[src/design/swsc_pkg.sv]
// Package for the service window supervisor with clock monitor.
// Assumes one 10 MHz clock and a plain register port.
`default_nettype none
package swsc_pkg;
  // Service register field layout
  localparam int WSEL_MSB = 7;
  localparam int WSEL_LSB = 6;
  localparam int KEY_MSB = 5;
  localparam int KEY_LSB = 1;
  localparam int CMON_BIT = 0;
  localparam logic [4:0] KEY_VALUE = 5'h0C;
  // Register offsets, byte addressed
  localparam logic [7:0] SERVICE_OFF = 8'h00;
  localparam logic [7:0] CONTROL_OFF = 8'h04;
  localparam logic [7:0] STATUS_OFF = 8'h08;
  // Reset values
  localparam logic [1:0] WSEL_RESET = 2'h3;
  localparam logic CMON_RESET = 1'b1;
  // Window limits in instruction cycles
  localparam logic [16:0] LOWER_LIMIT = 17'h0_0800;
  localparam logic [16:0] UPPER_BASE = 17'h0_2000;
  // Fault hold figure, within the 16 to 32 cycle range
  localparam int HOLD_CYCLES = 24;
  // Clock monitor: reject slower than one tick per this many clocks
  localparam int CLK_HZ = 10_000_000;
  localparam int MIN_TICK_HZ = 10_000;
  localparam int CMON_LIMIT = CLK_HZ / MIN_TICK_HZ * 4;
  // Register write/read request
  typedef struct packed {
    logic [7:0] addr;
    logic [7:0] wdata;
    logic wr;
    logic rd;
  } swsc_req_type;
  // Fault pin states, Gray along the usual path
  typedef enum logic [1:0] {
    PIN_IDLE = 2'b00,
    PIN_DRIVE = 2'b01,
    PIN_HOLD = 2'b11,
    PIN_WAIT = 2'b10
  } swsc_pin_type;
endpackage
`default_nettype wire

[src/design/swsc_top.sv]
// Service window supervisor and clock monitor, one clock domain.
// Assumes synchronous inputs, a tick per instruction cycle and an outside pull-up.
//
// Operation
// Service byte: window, key, monitor select
// Valid service needs key 01100
// Lower limit fixed at 2048 cycles
// Window select gives 8k to 64k
// Bit 0 enables clock monitor
// Reset inhibits; then 64k, monitor on
// One keyed configuring write, counts service
// Later writes compare bits 7:1; the code compares bits 7:0, monitor bit included
// Early or late service is error
// Initial service allowed within first 2048
// Pin low, hold 16-32 after low
// Window restarts when pin returns high
// Services ignored while pin active
// Clock error drives pin until recovered
// Reject slow tick, flag missing oscillator
// Window detector suspended in halt/idle
// Clock monitor active in halt/idle
// Halt exit resumes or reloads window
// Idle exit performs automatic service
// Key field reads back as zero
// Idle tick flag every 4096, software clears
// One counter against both limits
`default_nettype none
module swsc_top #(
  parameter int CMON_CYCLES = swsc_pkg::CMON_LIMIT
) (
  // Clock and reset
  input wire logic I_MCLK,
  input wire logic I_RST_B,
  // Register port
  input wire logic [7:0] I_ADDR,
  input wire logic [7:0] I_WDATA,
  input wire logic I_WR,
  input wire logic I_RD,
  output logic [7:0] O_RDATA,
  // Core state
  input wire logic I_TICK,
  input wire logic I_HALT,
  input wire logic I_IDLE,
  input wire logic I_RC_OSC,
  input wire logic I_HALT_DLY,
  // Fault pin, open drain
  input wire logic I_FAULT_PIN,
  output logic O_FAULT_OUT,
  output logic O_FAULT_OE,
  // Idle tick pending flag
  output logic O_IDLE_TICK_PENDING
);
  // Elaboration checks: the monitor needs a count to compare against
  if (CMON_CYCLES < 2) begin : g_bad_cmon
    $error("CMON_CYCLES too small");
  end
  // The hold counter is five bits and the hold must sit within 16 to 32
  if (swsc_pkg::HOLD_CYCLES < 16 || swsc_pkg::HOLD_CYCLES > 32) begin : g_bad_hold
    $error("HOLD_CYCLES out of range");
  end

  // Pack the register request
  swsc_pkg::swsc_req_type req;
  assign req = '{addr: I_ADDR, wdata: I_WDATA, wr: I_WR, rd: I_RD};

  // Whole state of the block
  typedef struct packed {
    logic [1:0] wsel;
    logic cmon_en;
    logic configured;
    logic [16:0] win_cnt;
    logic first_win;
    logic [4:0] hold_cnt;
    swsc_pkg::swsc_pin_type pin;
    logic wd_fault;
    logic [31:0] cmon_cnt;
    logic clk_err;
    logic [12:0] idle_timer;
    logic idle_pend;
    logic halt_d;
    logic idle_d;
    logic [7:0] rdata;
    // Registered pin enable, so the output leaves a flip-flop
    logic fault_oe;
  } swsc_state_type;

  swsc_state_type st_ff;
  swsc_state_type nxt_st;

  // Upper limit from the window select
  function automatic logic [16:0] upper_of(input logic [1:0] sel);
    upper_of = swsc_pkg::UPPER_BASE << sel;
  endfunction

  logic is_svc_wr;
  logic svc_ok;
  logic key_ok;
  logic [16:0] upper;
  logic pin_busy;

  // Service decode and checks
  always_comb begin
    is_svc_wr = req.wr && (req.addr == swsc_pkg::SERVICE_OFF);
    key_ok = req.wdata[swsc_pkg::KEY_MSB:swsc_pkg::KEY_LSB] == swsc_pkg::KEY_VALUE;
    upper = upper_of(st_ff.wsel);
    pin_busy = st_ff.pin != swsc_pkg::PIN_IDLE;
    // Later services must repeat the stored selection and monitor bit
    svc_ok = key_ok && (!st_ff.configured ||
      (req.wdata[swsc_pkg::WSEL_MSB:swsc_pkg::WSEL_LSB] == st_ff.wsel &&
       req.wdata[swsc_pkg::CMON_BIT] == st_ff.cmon_en));
  end

  // Next state
  always_comb begin
    nxt_st = st_ff;
    nxt_st.halt_d = I_HALT;
    nxt_st.idle_d = I_IDLE;
    // Window counter, one count per tick, frozen in low power
    if (I_TICK && !I_HALT && !I_IDLE && !pin_busy) begin
      nxt_st.win_cnt = st_ff.win_cnt + 17'h0_0001;
    end
    // Late service: counter reached the upper limit
    if (!I_HALT && !I_IDLE && !pin_busy && st_ff.win_cnt >= upper) begin
      nxt_st.wd_fault = 1'b1;
    end
    // Service writes are ignored while the pin is active
    if (is_svc_wr && !pin_busy) begin
      if (!svc_ok) begin
        nxt_st.wd_fault = 1'b1;
      end else if (!st_ff.first_win && st_ff.win_cnt < swsc_pkg::LOWER_LIMIT) begin
        nxt_st.wd_fault = 1'b1; // Early service
      end else begin
        nxt_st.win_cnt = '0;
        nxt_st.first_win = 1'b0; // Initial window has no lower bound
        if (!st_ff.configured) begin
          // Only the first keyed write fixes the selection
          nxt_st.configured = 1'b1;
          nxt_st.wsel = req.wdata[swsc_pkg::WSEL_MSB:swsc_pkg::WSEL_LSB];
          nxt_st.cmon_en = req.wdata[swsc_pkg::CMON_BIT];
        end
      end
    end
    // Halt exit: resume with RC and no delay, else reload
    if (st_ff.halt_d && !I_HALT && !(I_RC_OSC && !I_HALT_DLY)) begin
      nxt_st.win_cnt = '0;
    end
    // Idle exit counts as a hardware service
    if (st_ff.idle_d && !I_IDLE) begin
      nxt_st.win_cnt = '0;
    end
    // Clock monitor runs in every mode; a missing tick keeps it in error
    if (I_TICK && !I_HALT) begin
      nxt_st.cmon_cnt = '0;
      nxt_st.clk_err = 1'b0;
    end else if (st_ff.cmon_cnt >= 32'(CMON_CYCLES - 1)) begin
      nxt_st.clk_err = 1'b1;
    end else begin
      nxt_st.cmon_cnt = st_ff.cmon_cnt + 32'h0000_0001;
    end
    // Fault pin sequence
    case (st_ff.pin)
      swsc_pkg::PIN_IDLE: begin
        if (st_ff.wd_fault || (st_ff.clk_err && st_ff.cmon_en)) begin
          nxt_st.pin = swsc_pkg::PIN_DRIVE;
        end
      end
      swsc_pkg::PIN_DRIVE: begin
        // Wait for the wire to fall below threshold
        if (!I_FAULT_PIN) begin
          nxt_st.pin = swsc_pkg::PIN_HOLD;
          nxt_st.hold_cnt = '0;
        end
      end
      swsc_pkg::PIN_HOLD: begin
        if (st_ff.clk_err && st_ff.cmon_en) begin
          nxt_st.hold_cnt = '0; // Keep driving while the clock is bad
        end else if (st_ff.hold_cnt == 5'(swsc_pkg::HOLD_CYCLES - 1)) begin
          nxt_st.pin = swsc_pkg::PIN_WAIT;
        end else begin
          nxt_st.hold_cnt = st_ff.hold_cnt + 5'h01;
        end
      end
      swsc_pkg::PIN_WAIT: begin
        // Released; restart the window once the wire is high
        if (I_FAULT_PIN) begin
          nxt_st.pin = swsc_pkg::PIN_IDLE;
          nxt_st.win_cnt = '0;
          nxt_st.wd_fault = 1'b0;
        end
      end
      default: nxt_st.pin = swsc_pkg::PIN_IDLE;
    endcase
    // Enable follows the next pin state, so no extra cycle of lag
    nxt_st.fault_oe = (nxt_st.pin == swsc_pkg::PIN_DRIVE) ||
      (nxt_st.pin == swsc_pkg::PIN_HOLD);
    // Idle timer free runs; flag on bit 12 toggle, set beats clear
    if (I_TICK) begin
      nxt_st.idle_timer = st_ff.idle_timer + 13'h0001;
    end
    if (req.wr && req.addr == swsc_pkg::STATUS_OFF && req.wdata[0]) begin
      nxt_st.idle_pend = 1'b0;
    end
    if (I_TICK && st_ff.idle_timer[11:0] == 12'hFFF) begin
      nxt_st.idle_pend = 1'b1;
    end
    // Read data, key field forced to zero
    nxt_st.rdata = '0;
    if (req.rd) begin
      case (req.addr)
        swsc_pkg::SERVICE_OFF: nxt_st.rdata = {st_ff.wsel, 5'h00, st_ff.cmon_en};
        swsc_pkg::CONTROL_OFF: nxt_st.rdata = {7'h00, st_ff.configured};
        swsc_pkg::STATUS_OFF: nxt_st.rdata = {4'h0, st_ff.clk_err, st_ff.wd_fault,
                                              pin_busy, st_ff.idle_pend};
        default: nxt_st.rdata = '0;
      endcase
    end
  end

  // State register; idle timer is left out of reset
  always_ff @(posedge I_MCLK) begin
    if (!I_RST_B) begin
      // Detectors inhibited, max window and monitor armed
      st_ff.wsel <= swsc_pkg::WSEL_RESET;
      st_ff.cmon_en <= swsc_pkg::CMON_RESET;
      st_ff.configured <= 1'b0;
      st_ff.win_cnt <= '0;
      st_ff.first_win <= 1'b1;
      st_ff.hold_cnt <= '0;
      st_ff.pin <= swsc_pkg::PIN_IDLE;
      st_ff.wd_fault <= 1'b0;
      st_ff.cmon_cnt <= '0;
      st_ff.clk_err <= 1'b0;
      st_ff.idle_pend <= 1'b0;
      st_ff.halt_d <= 1'b0;
      st_ff.idle_d <= 1'b0;
      st_ff.rdata <= '0;
      st_ff.fault_oe <= 1'b0;
      st_ff.idle_timer <= st_ff.idle_timer;
    end else begin
      st_ff <= nxt_st;
    end
  end

  // Outputs from flip-flops; fault output tied low
  assign O_RDATA = st_ff.rdata;
  assign O_FAULT_OUT = 1'b0;
  assign O_FAULT_OE = st_ff.fault_oe;
  assign O_IDLE_TICK_PENDING = st_ff.idle_pend;

  // Helper: edges the wire was seen low while we drive it.
  // A counter instead of a long repetition keeps the checker cheap.
  logic [5:0] low_seen_ff;
  always_ff @(posedge I_MCLK) begin
    if (!I_RST_B || !O_FAULT_OE) begin
      low_seen_ff <= 6'h00;
    end else if (!I_FAULT_PIN && low_seen_ff != 6'h3F) begin
      // Saturate rather than wrap during a long clock error
      low_seen_ff <= low_seen_ff + 6'h01;
    end
  end
endmodule
`default_nettype wire

[config.mk]
export PLATFORM = sky130hd
export DESIGN_NAME = swsc_top
export DESIGN_NICKNAME = d
export VERILOG_FILES = /design/src/design/swsc_pkg.sv /design/src/design/swsc_top.sv
export SDC_FILE = /design/constraint.sdc
export NUM_CORES = 1
export LEC_CHECK = 0
export BUFFER_PORTS_ARGS = -buffer_cell sky130_fd_sc_hd__buf_4
export CAP_MARGIN = 20
export CELL_PAD_IN_SITES_DETAIL_PLACEMENT = 0
export CELL_PAD_IN_SITES_GLOBAL_PLACEMENT = 1
export CORE_ASPECT_RATIO = 1.5
export CORE_MARGIN = 3
export CORE_UTILIZATION = 41
export CTS_BUF_LIST = sky130_fd_sc_hd__clkbuf_16
export DETAILED_ROUTE_END_ITERATION = 16
export PLACE_DENSITY = 0.78
export SLEW_MARGIN = 25
export SYNTH_ARGS = -nofsm -noshare
export SYNTH_HDL_FRONTEND = slang
export SYNTH_SLANG_ARGS = --single-unit
export TNS_END_PERCENT = 100
[constraint.sdc]
create_clock -name I_MCLK -period 2.07 [get_ports I_MCLK]
set_input_delay 0.207 -clock I_MCLK [delete_from_list [all_inputs] [get_ports I_MCLK]]
set_output_delay 0.207 -clock I_MCLK [all_outputs]
set_load 0.01 [all_outputs]
==> metrics.txt, run 1 <==
clk buf depth 2; sequential-to-total area share from yosys stat 0.470; Required @ worst endpoint between 2 and 2.5 ns; Hold Violations, Final 0; EDFF count, synth 12; top-count cell post-synth dfxtp_1; Final Max Slew Viols 0; Clk pin slew, worst setup/hold paths 0.06 ns; crit-path max FO 7; crit path cell chain ha_1 -> and4_1 -> o311a_4 -> buf_4 -> nor4_1 -> mux2i_1; row cnt 42; synthesis-stage register bit count 85; Post-synth top cells dfxtp_1 (73), nand2_1 (36), and2_1 (29); Placed Instance Area 4250 µm²; Mean Syn Cell Area 9.49 µm²; Final TNS setup 0 ns; Clk pwr share 0.432; initial antenna violation count 0; CTS tree done; Tmin final 1.99 ns; Final Cycle Share 0.963; max-cap violations 0; slowest cell on the critical path o311a_4; clk root buf clkbuf_16; Fmax approximately 0.5 GHz; Synth cell types 53; hold slack roughly 0.10 ns; P per Cell Area 743 nW/µm²; Comb pwr share 0.059; share of layout cells above drive strength 1 0.158; asr flop ratio synth 0; P&R area growth vs syn 17.1%; Global Route Usage Sum 0.145; Cells after Synth 409; WP buf/inv 1; worst min path class input pin to flip-flop; final non-filler cell area between 4000 and 5000 µm²; cell taking the most area after synthesis dfxtp_1; max_slew headroom 0.613; DIE HEIGHT between 100 and 150 µm; port buffer count 33; total gr overflow 0; TritonCTS Buffers 9; DRT Pass-1 Iters 4; net switching power 0.765 mW; Hold-fix buffers, CTS 0; CP delay by family, top simple AND/OR/NAND/NOR gates; Synth Warn # 0; WL final 7140 µm; WS Path Type flip-flop to flip-flop; status completed; Setup Buffers After CTS 0; Reg power frac 0.509; CP Launch Type flip-flop; dpl hpwl approximately 5100 µm; Routability Congestion 0.809; routed via count ~2,900; Worst EP arrival roughly 2.3 ns; top-area cell type share of the netlist area 0.377; Fin Clk Skew between 0.007 and 0.008 ns; Internal Dissipation 2.61 mW; CTS sink cnt 85; ant diodes 0; Setup crit end kind flip-flop; Wirelength per Cell between 10 and 15 µm; top cells by area, synth dfxtp_1 (38%), edfxtp_1 (9.3%), and2_1 (4.7%); synthesized cell area around 3900 µm²; number of top-level pins 37; initial core utilization 0.429; post-cts repair resize count 1; Crit path largest cell delay between 0.3 and 0.4 ns; final setup violation count 0; Worst VDD drop 0.000460 V; die area roughly 11,000 µm²; first-pass GRT wire length around 12,000 µm; Net Sw Frac 0.227; number of global-route vias before repair approximately 2,800; vias per inst about 5.2; ys flop type dfxtp_1; drt initial violations between 90 and 100; Core Footprint roughly 9000 µm²; H-tree depth 3; largest net degree at the start of global routing 46; P_leak roughly 1.7 nW; Nets roughly 480; DRC viols 0; worst-skew pair later-pin latency approximately 0.34 ns; Tot Pwr roughly 3.4 mW; Tightest Pin Transition approximately 0.58 ns; die width ~85 µm; Routed Antenna Nets 0
==> power by group through the flow <==
stage / Combinational, mW / Clock [mW] / Sequential, mW
after global routing: 0.225 / 1.59 / 1.72
final: 0.200 / 1.46 / 1.72
after floorplan: 0.116 / 0 / 1.75
after detailed placement: 0.202 / 0 / 1.75
after CTS: 0.203 / 1.52 / 1.72
after global placement: 0.200 / 0 / 1.75
==> area by class of cell <==
type	count	area (µm²)
inverters	12	45.0
flip-flops and latches	85	1820
repair buffers	46	358
well taps	110	138
multi-input cells	290	1910
fillers	858	4490
clock buffers	9	225
clock inverters	7	51.3
==> routing by layer <==
layer	share of wire	GRT usage	up-vias
met5	0	0	-
met4	0.032	0.0792	0
met1	0.44	0.170	1348
li1	-	-	1508
met3	0.055	0.0428	18
met2	0.47	0.234	52
==> registers in the layout, indices dropped and copies added (netlist names) <==
register             flops
st_ff                   77
O_RDATA                  6
O_FAULT_OE               1
O_IDLE_TICK_PENDING      1
==> stage by stage <==
step | utilization | std cells | setup slack (ns)
floorplan | - | 411 | 0.0135
global placement | 0.470 | 543 | 0.0219
detailed placement | 0.470 | 543 | -0.0427
CTS | 0.501 | 559 | 0.0356
global route | 0.503 | 559 | -0.0143
finish | 0.503 | 559 | 0.0771
==> cells in the final DEF, fill, tap and decap left out, drive strengths merged, types with 10 or more instances in the layout <==
master / count
or3: 12
buf: 46
nand4: 12
and2: 29
edfxtp: 12
inv: 14
o21ai: 14
xor2: 10
nand2b: 14
nor2: 21
nor4: 17
xnor2: 12
nand2: 36
dfxtp: 73
a21oi: 13
mux2i: 15
nand3: 14
==> cells by family after synthesis <==
family,Yosys count,synth area share
buffers and inverters,36,0.0497
AND/OR/NAND/NOR,190,0.275
multiplexers,15,0.0387
AO/OA/AOI/OAI,50,0.0845
flip-flops,85,0.470
other,1,0.000967
adder cells (fa/ha/maj),10,0.0316
XOR/XNOR,22,0.0497
==> final timing paths <==
path                     startpoint                endpoint  slack, ns  cells after the start
max reg2reg  st_ff[26]$_SDFFE_PP0N_  st_ff[36]$_SDFFE_PP0N_       0.08                      6
max          st_ff[26]$_SDFFE_PP0N_  st_ff[36]$_SDFFE_PP0N_       0.08                      6
min reg2reg  st_ff[54]$_SDFFE_PP0N_  st_ff[54]$_SDFFE_PP0N_       0.46                      1
min                          I_HALT    st_ff[10]$_SDFF_PN0_       0.10                      2
Power figures use the tool's default switching activity.
==> inputs of run 2 (changes only) <==
--- a/config.mk
+++ b/config.mk
@@ -11,10 +11,11 @@
 export CELL_PAD_IN_SITES_GLOBAL_PLACEMENT = 1
 export CORE_ASPECT_RATIO = 1.5
 export CORE_MARGIN = 3
-export CORE_UTILIZATION = 41
+export CORE_UTILIZATION = 45
 export CTS_BUF_LIST = sky130_fd_sc_hd__clkbuf_16
 export DETAILED_ROUTE_END_ITERATION = 16
-export PLACE_DENSITY = 0.78
+export MAX_ROUTING_LAYER = met4
+export PLACE_DENSITY = 0.81
 export SLEW_MARGIN = 25
 export SYNTH_ARGS = -nofsm -noshare
 export SYNTH_HDL_FRONTEND = slang
==> constraint.sdc (replaced) <==
create_clock -name I_MCLK -period 2.1 [get_ports I_MCLK]
set_input_delay 0.21 -clock I_MCLK [delete_from_list [all_inputs] [get_ports I_MCLK]]
set_output_delay 0.21 -clock I_MCLK [all_outputs]
set_load 0.01 [all_outputs]
==> run 2 against run 1 <==
  * First-iteration DRC count is 68% higher
  * Hold slack better by 0.0046 ns
  * Cell count is 1.1% lower
  * Non-clock buffer count stayed put
  * Sequential power hardly changed
  * Power is 6.1% higher
  * Critical path type unchanged
  * Critical endpoint is now st_ff[78]$_SDFF_PN0_
  * Largest cell class unchanged
==> metrics.txt, run 2 (same netlist as run 1, synthesis figures left out) <==
P&R area growth vs syn 17.8%; die area 9800 µm² (-8.4%); Final Cycle Share 0.948 (-0.0150); routed via count 2,918 (-0.27%); placed insts 538 (-0.92%); Clk pin slew, worst setup/hold paths 0.06 ns (about the same); number of top-level pins 37 (unchanged); setup ws final 0.110 ns (+0.0327 ns); crit-path max FO 10 (+3); final non-filler cell area 4570 µm² (+0.58%); Fmax 0.502 GHz (+0.14%); TritonCTS Buffers 9 (unchanged); R2R depth 4 (-2); most frequent cells in the layout dfxtp_1 (73), buf_4 (45), nand2_1 (36); DIE HEIGHT 120 µm (-4.3%); Setup Buffers After CTS 0 (unchanged); P_leak 1.71 nW (+1.5%); net switching power 0.750 mW (-2.0%); CTS tree done; worst-skew pair later-pin latency 0.34 ns (about the same); worst reg2reg path startpoint st_ff[59]$_SDFF_PN0_; ant diodes 0 (unchanged); Core Footprint 8210 µm² (-9.2%); register name with the most flops st_ff; filler instances 754 (-12%); CP Launch Type flip-flop; number of global-route vias before repair 2,696 (-5.3%); hold endpoint st_ff[10]$_SDFF_PN0_; Placed Instance Area 4240 µm² (-0.15%); Internal Dissipation 2.83 mW (+8.5%); Setup crit end kind flip-flop; DRC viols 0 (unchanged); DRT Pass-1 Iters 4 (unchanged); RSZ-0062 raised after global routing false; FF-to-FF End st_ff[78]$_SDFF_PN0_; clk buf depth 2 (unchanged); Place WS -0.0368 ns (+0.00587 ns); final cell count without fillers 553 (-1.1%); Final Max Slew Viols 0 (unchanged); Required @ worst endpoint 2.37 ns (+0.03 ns); Wirelength per Cell 13.3 µm (+3.9%); initial core utilization 0.473 (+0.0434); Tmin final 1.99 ns (-0.00270 ns); Tightest Pin Transition 0.569 ns (-0.0122 ns); Fin Clk Skew 0.00432 ns (-0.00270 ns); max-cap violations 0 (unchanged); Global Route Usage Sum 0.168 (+0.0240); drt initial violations 160 (+68%); Comb pwr share 0.056 (-0.003); Core Util, Final 0.557 (+0.0541); share of layout cells above drive strength 1 0.154 (-0.00411); Routability Congestion 0.830 (+2.6%); first-pass GRT wire length 12,500 µm (+0.11%); worst min path class input pin to flip-flop; Hold-fix buffers, CTS 0 (unchanged); die width 81.8 µm (-4.2%); P per Cell Area 783 nW/µm² (+5.5%); total gr overflow 0 (unchanged); largest net degree at the start of global routing 22 (-52%); Final TNS setup 0 ns (unchanged); Routed Antenna Nets 0 (unchanged); Reg power frac 0.473 (-0.036); row cnt 40 (-4.8%); hold path startpoint I_HALT; max_slew headroom 0.621 (+0.00813); dpl hpwl 5370 µm (+4.3%); final setup violation count 0 (unchanged); FF+latch area 1820 µm² (unchanged); Clk pwr share 0.471 (+0.039); most common cell after layout, fill and taps aside dfxtp_1; vias per inst 5.28 (+0.81%); multi-input combinational cell area 1890 µm² (-0.92%); flop2flop setup slack 0.11 ns (+0.03 ns); Worst EP arrival 2.26 ns (about the same); Net Sw Frac 0.209 (-0.0174); WS Path Type flip-flop to flip-flop; Worst VDD drop 0.000625 V (+36%); port buffer count 33 (unchanged); WL final 7340 µm (+2.7%); initial antenna violation count 0 (unchanged); flip-flop count of the largest register after layout 77 (unchanged); H-tree depth 3 (unchanged); CTS sink cnt 85 (unchanged); Hold Violations, Final 0 (unchanged); WHS Path Cells 2 (unchanged); Nets 479 (unchanged); status completed; clk root buf clkbuf_16
==> run 2: how the worst max path moves through the flow <==
stage | start | to | slack, ns | cells after the start
floorplan | st_ff[60]$_SDFF_PN0_ | st_ff[76]$_SDFF_PN0_ | 0.002 | 7
global placement | I_IDLE | st_ff[82]$_SDFF_PN0_ | -0.003 | 5
detailed placement | I_IDLE | st_ff[80]$_SDFF_PN0_ | -0.04 | 5
CTS | st_ff[59]$_SDFF_PN0_ | st_ff[82]$_SDFF_PN0_ | 0.007 | 4
global route | st_ff[26]$_SDFFE_PP0N_ | st_ff[28]$_SDFFE_PP0N_ | 0.009 | 6
finish | st_ff[59]$_SDFF_PN0_ | st_ff[78]$_SDFF_PN0_ | 0.11 | 4
==> run 2: layout make-up <==
class                           count  area share
Multi-Input combinational cell    290       0.413
Sequential cell                    85       0.399
Timing Repair Buffer               46      0.0783
Clock buffer                       11      0.0602
Inverter                           12     0.00985
Clock inverter                      4      0.0112
Tap cell                          105      0.0287
==> run 2: what timing repair did <==
action | CTS | global route
resized for setup | 0 | 1
hold endpoints to repair | 0 | 0
endpoints found under the setup margin | 0 | 5
==> run 2: critical path, cell delays in order, from the launching register on <==
cell and delay (ns):
dfxtp_1 0.31, or4_4 0.54, or4_4 0.58, or3_1 0.37
a21oi_1 0.12
==> run 2: per-layer routing <==
layer  track usage  wire length (µm)  share of wire
met1         0.205              3280           0.45
met2         0.262              3620           0.49
met3        0.0465               299          0.041
met4        0.0655               135          0.018
met5             -                 0              0
==> run 2: power by group through the flow <==
stage	combinational [mW]	clock [mW]	sequential, mW
floorplan	0.114	0	1.73
global placement	0.200	0	1.73
detailed placement	0.203	0	1.73
CTS	0.204	1.74	1.69
global route	0.227	1.80	1.69
finish	0.202	1.69	1.69
==> run 2: stage by stage <==
stage	total power, mW	hold slack [ns]
after floorplan	1.84	0.332
after global placement	1.93	0.443
after detailed placement	1.93	0.446
after CTS	3.63	0.0895
after global routing	3.72	0.117
final	3.58	0.107
